===== config.mk =====
export PLATFORM = sky130hd
export DESIGN_NAME = frt_timer
export DESIGN_NICKNAME = d
export VERILOG_FILES = /design/src/verilog/frt_pkg.sv /design/src/verilog/frt_tick.sv /design/src/verilog/frt_timer.sv
export VERILOG_INCLUDE_DIRS = /design/src /design/src/verilog
export SDC_FILE = /design/constraint.sdc
export NUM_CORES = 1
export LEC_CHECK = 0
export ABC_AREA = 1
export BUFFER_PORTS_ARGS = -buffer_cell sky130_fd_sc_hd__buf_4
export CAP_MARGIN = 20
export CORE_ASPECT_RATIO = 1.5
export CORE_UTILIZATION = 35
export DETAILED_ROUTE_END_ITERATION = 16
export GPL_TIMING_DRIVEN = 0
export MAX_ROUTING_LAYER = met4
export PLACE_DENSITY = 0.57
export SLEW_MARGIN = 20
export SYNTH_ARGS = -nofsm -noshare
export SYNTH_HDL_FRONTEND = slang
export SYNTH_SLANG_ARGS = --single-unit

===== constraint.sdc =====
create_clock -name mclk_i -period 2.3 [get_ports mclk_i]
set_input_delay 0.115 -clock mclk_i [delete_from_list [all_inputs] [get_ports mclk_i]]
set_output_delay 0.115 -clock mclk_i [all_outputs]
set_load 0.005 [all_outputs]

===== src/verilog/frt_cfg.svh =====
// register offsets, field positions, reset values and timing counts of the prescaled timer
`ifndef FRT_CFG_SVH
`define FRT_CFG_SVH
`define FRT_OFS_CONFIG 12'h000
`define FRT_OFS_COUNT 12'h004
`define FRT_OFS_TIMER 12'h008
`define FRT_BIT_EN 0
`define FRT_PRE_HI 5
`define FRT_PRE_LO 4
`define FRT_CONFIG_RST 8'h00
`define FRT_BASE_DIV 4
`endif


===== src/verilog/frt_pkg.sv =====
// types shared by the prescaled timer files
package frt_pkg;
	typedef enum logic [1:0] {
		FRT_APB_IDLE,
		FRT_APB_ACCESS
	} frt_apb_e;
	typedef logic [15:0] frt_word_t;
endpackage : frt_pkg


===== src/verilog/frt_tick.sv =====
// base tick divider followed by the selectable prescaler
module frt_tick
	import frt_pkg::*;
(
	input wire logic mclk_i,
	input wire logic sys_rst_i,
	input wire logic ce_i,
	input wire logic en_i,
	input wire logic [1:0] pre_i,
	output logic tick_o
);
`include "frt_cfg.svh"
	// whole state of the divider
	typedef struct packed {
		logic [1:0] base;
		logic [2:0] pre;
		logic tick;
	} frt_tick_s;
	frt_tick_s st_r;
	frt_tick_s st_nxt;
	logic [2:0] pre_last;
	// terminal prescale count: 2^sel - 1
	always_comb begin
		case (pre_i)
			2'h0: pre_last = 3'h0;
			2'h1: pre_last = 3'h1;
			2'h2: pre_last = 3'h3;
			default: pre_last = 3'h7;
		endcase
	end
	// next state: divide by four, then by the prescale
	always_comb begin
		st_nxt = st_r;
		st_nxt.tick = 1'b0;
		if (en_i) begin
			if (st_r.base == 2'(`FRT_BASE_DIV - 1)) begin
				st_nxt.base = 2'h0;
				if (st_r.pre >= pre_last) begin
					st_nxt.pre = 3'h0;
					st_nxt.tick = 1'b1;
				end else begin
					st_nxt.pre = st_r.pre + 3'h1;
				end
			end else begin
				st_nxt.base = st_r.base + 2'h1;
			end
		end
	end
	// state register; disabled dividers hold their phase
	always_ff @(posedge mclk_i or posedge sys_rst_i) begin
		if (sys_rst_i) begin
			st_r <= '0;
		end else if (ce_i) begin
			st_r <= st_nxt;
		end
	end
	assign tick_o = st_r.tick;
endmodule : frt_tick


===== src/verilog/frt_timer.sv =====
// free-running prescaled 16-bit timer with overflow word counter, APB slave
// Overview of operation
// - config bit 0 enables timer counting
// - bits 5:4 select prescale 1,2,4,8
// - base increment every four clock periods
// - overflow counter steps each 65536 increments
// - overflow counter is one readable 16-bit word
// - timer runs freely once enabled
//
// The implementer's own choices: the APB slave port and the register addresses.
module frt_timer
	import frt_pkg::*;
(
	input wire logic mclk_i,
	input wire logic sys_rst_i,
	input wire logic ce_i,
	input wire logic psel_i,
	input wire logic penable_i,
	input wire logic pwrite_i,
	input wire logic [11:0] paddr_i,
	input wire logic [31:0] pwdata_i,
	input wire logic [3:0] pstrb_i,
	output logic [31:0] prdata_o,
	output logic pready_o,
	output logic pslverr_o
);
`include "frt_cfg.svh"
	// all state of the top in one struct
	typedef struct packed {
		logic [7:0] cfg;
		frt_word_t timer;
		frt_word_t count;
		logic [31:0] rdata;
		logic ready;
		logic err;
	} frt_top_s;
	frt_top_s st_r;
	frt_top_s st_nxt;
	logic tick; // one-cycle prescaled increment
	logic access; // apb access phase: psel and penable both high
	// divider chain lives in its own module
	frt_tick u_tick (
		.mclk_i(mclk_i),
		.sys_rst_i(sys_rst_i),
		.ce_i(ce_i),
		.en_i(st_r.cfg[`FRT_BIT_EN]),
		.pre_i(st_r.cfg[`FRT_PRE_HI:`FRT_PRE_LO]),
		.tick_o(tick)
	);
	// answer on the second access edge; the registered pready costs one wait state
	assign access = psel_i && penable_i;
	// next state of timer, counter and bus slave
	always_comb begin
		st_nxt = st_r;
		st_nxt.ready = 1'b0;
		st_nxt.err = 1'b0;
		// a tick only counts while enabled, so counts hold otherwise
		if (tick && st_r.cfg[`FRT_BIT_EN]) begin
			st_nxt.timer = st_r.timer + 16'h0001;
			if (st_r.timer == 16'hffff) begin
				st_nxt.count = st_r.count + 16'h0001;
			end
		end
		// first access cycle: decode, and raise the answer for the next edge
		if (access && !st_r.ready) begin
			st_nxt.ready = 1'b1;
			st_nxt.rdata = 32'h0000_0000;
			case (paddr_i)
				`FRT_OFS_CONFIG: begin
					st_nxt.rdata = {24'h00_0000, st_r.cfg};
				end
				`FRT_OFS_COUNT: begin
					st_nxt.rdata = {16'h0000, st_r.count};
					st_nxt.err = pwrite_i;
				end
				`FRT_OFS_TIMER: begin
					st_nxt.rdata = {16'h0000, st_r.timer};
					st_nxt.err = pwrite_i;
				end
				default: begin
					// unmapped address answers with an error
					st_nxt.err = 1'b1;
				end
			endcase
		end
		// the write lands only at the edge where the master sees pready high
		// fixed bits of either variant are stored as written, no check
		if (access && st_r.ready && pwrite_i && pstrb_i[0] && paddr_i == `FRT_OFS_CONFIG) begin
			st_nxt.cfg = pwdata_i[7:0];
		end
	end
	// state register
	always_ff @(posedge mclk_i or posedge sys_rst_i) begin
		if (sys_rst_i) begin
			st_r <= '0;
			st_r.cfg <= `FRT_CONFIG_RST;
		end else if (ce_i) begin
			st_r <= st_nxt;
		end
	end
	assign prdata_o = st_r.rdata;
	assign pready_o = st_r.ready;
	assign pslverr_o = st_r.err;
endmodule : frt_timer

==> results_dict.tcl <==
set metrics [dict create \
    yosys.area.top_type_share 0.427 \
    cts_max_path_buffers 2 \
    synth_most_common_cell "nand2_1" \
    ir_drop_v 0.000372 \
    antenna_found_initial 0 \
    die_h_um 129 \
    maxCapViolCount 0 \
    yosysTopAreaCell "dfrtp_1" \
    reg2reg_depth 7 \
    setup_viol 0 \
    clockRootBuffer "clkbuf_16" \
    die-area_mm2 0.0112 \
    grt_pass1_vias 3143 \
    area_growth_pct 25.9 \
    io_buffers 44 \
    finalCritPeriodShare 0.753 \
    min_period_ns 1.73 \
    synth_area_leaders "dfrtp_1, nand2_1, nand3_1, buf_4, inv_1" \
    dr_total_vias 3269 \
    hp-class "input pin to flop" \
    ys_top_cells_by_count "nand2_1, dfrtp_1, nand3_1" \
    critical_path.startpoint_type "input pin" \
    ys_ff_latch 64 \
    status "finished, final reports clean" \
    syn_inst 497 \
    wl_per_cell_um 12.4 \
    post-cts-setup-buffers 0 \
    drt_wl_total_um 8880 \
    slew_viol_final 0 \
    fin_area_mm2 0.00473 \
    critPathMaxFanout 10 \
    fin_worst_skew_ns 0.00453 \
    dpl-instance-area_mm2 0.00434 \
    coreArea_mm2 0.0102 \
    h-tree-depth 3 \
    ctsResizeCount 0 \
    fillers 1080 \
    required_ns 2.52 \
    yosys_warnings 0 \
    min_path_cells 3 \
    final_util 0.461 \
    initial_utilization 0.366 \
    syn_area_mm2 0.00375 \
    synth-edff-count 0 \
    cts_tree "done" \
    p_per_area_mw_per_mm2 624 \
    syn_area_per_cell_um2 7.55 \
    yosysUniqueCellTypes 29 \
    drt-initial-drc-count 156 \
    drive_gt1_frac 0.200 \
    io_pins 88 \
    gp_congestion 0.836 \
    hpwl_um 6780 \
    worst_slew_pin_slew_ns 0.519 \
    grt_overflow 0 \
    cellLeakagePower_uw 0.00258 \
    gr-usage-all-layers 0.182 \
    fmax_mhz 577 \
    drc 0 \
    arrival_ns 1.96 \
    synth_ff_type "dfrtp_1" \
    rsz0062_at_grt "false" \
    crit_type "input pin to flop" \
    cp-end-kind "flop" \
    clkTransAtPathRegs_ns 0.05 \
    num_antenna_cells 0 \
    insertion_delay_ns 0.34 \
    ys_seq_area_frac 0.427 \
    viasPerCell 4.57 \
    slew_headroom 0.654 \
    hold_buffers 2 \
    grt_first_pass_wirelength_um 15000 \
    grt_max_degree 43 \
    die_x_um 86.6 \
    cts_inserted_buffers 9 \
    async_flop_share 1.00 \
    finalHoldViolCount 0 \
    ant_nets 0 \
    clock-sinks 64 \
    final_nets 631 \
    num_rows 45 \
    drt_pass1_iterations 4 \
]
[registers in the layout, summed over array words and instances (netlist names)]
name,cells
pready_o,1
u_tick.st_r,5
st_r,40
pslverr_o,1
prdata_o,16
u_tick.tick_o,1
[cell usage in the layout (no fill, tap or decap), types with 4 or more instances in the layout]
cell / Yosys / final
a21oi_1: 4 / 4
buf_4: 33 / 77
bufinv_16: 0 / 4
clkbuf_16: 0 / 9
conb_1: 1 / 16
dfrtp_1: 64 / 64
ha_1: 7 / 7
inv_1: 47 / 46
nand2_1: 163 / 163
nand3_1: 57 / 57
nand4_1: 6 / 6
nor2_1: 30 / 30
nor2_2: 5 / 5
nor3_1: 8 / 8
o21ai_0: 26 / 26
o21ai_1: 4 / 4
xnor2_1: 7 / 7
xor2_1: 13 / 13
[per-stage QoR]
stage                     hold WS [ns]  instances  worst slack, ns  total power [uW]  TNS, ns
after detailed placement         0.107        698            0.634              1280        0
after global routing            0.0195        716            0.408              3040        0
after CTS                       0.0185        716            0.565              2980        0
final                           0.0240        716            0.567              2950        0
after floorplan                  0.211        512            0.587              1220        0
after global placement           0.336        697           -0.306              1270   -19.20
[worst max-delay path, stage by stage]
cell and delay [ns]:
dlygate4sd3_1 0.52, buf_4 0.13, nand3_1 0.12, nor2_2 0.40
inv_2 0.17, clkbuf_1 0.30, nand2_1 0.13, nand2_1 0.06
[per-layer routing]
layer	global-route usage	vias up	wire, um
li1	-	1670	-
met3	0.0378	19	320
met2	0.305	87	4560
met5	-	-	0
met4	0.0990	0	311
met1	0.200	1493	3690
[worst paths after layout]
kind / startpoint / end / slack, ns
setup / recovery: ce_i / prdata_o[6] / 0.57
hold reg to reg: prdata_o[12] / prdata_o[12] / 0.48
max in group asynchronous: sys_rst_i / prdata_o[3] / 1.47
min in group asynchronous: sys_rst_i / st_r[34] / 0.30
setup reg to reg: st_r[50] / st_r[41] / 0.62
hold / removal: pwdata_i[6] / st_r[72] / 0.02
[area by class of cell]
class                   instances  area (um2)  share of cell area
multi-input cells             357        1730               0.365
well taps                     141         176              0.0373
repair buffers                 47         370              0.0783
flip-flops and latches         64        1600               0.339
clock buffers                   9         225              0.0476
clock inverters                 7         143              0.0302
plain buffers                  41         295              0.0625
inverters                      50         190              0.0402
[kinds of logic (layout without fill, tap and decap cells)]
group                      after synthesis  in the layout  share of synthesized area
AOI/OAI and AO/OA                       36             36                     0.0493
other                                    1             16                   0.000999
DFF                                     64             64                      0.427
adders and majority gates                7              7                     0.0233
and+or+nand+nor                        278            278                      0.324
xor gates and xnor gates                20             20                     0.0467
buffers and inverters                   91            154                      0.129
[power by group]
part           internal [uW]  leakage [uW]  total (uW)  switching, uW
Clock                   1170      0.000180        1690            520
Combinational           61.8       0.00158         128           66.5
Sequential              1130      0.000815        1130           2.75
Power figures use the tool's default switching activity.
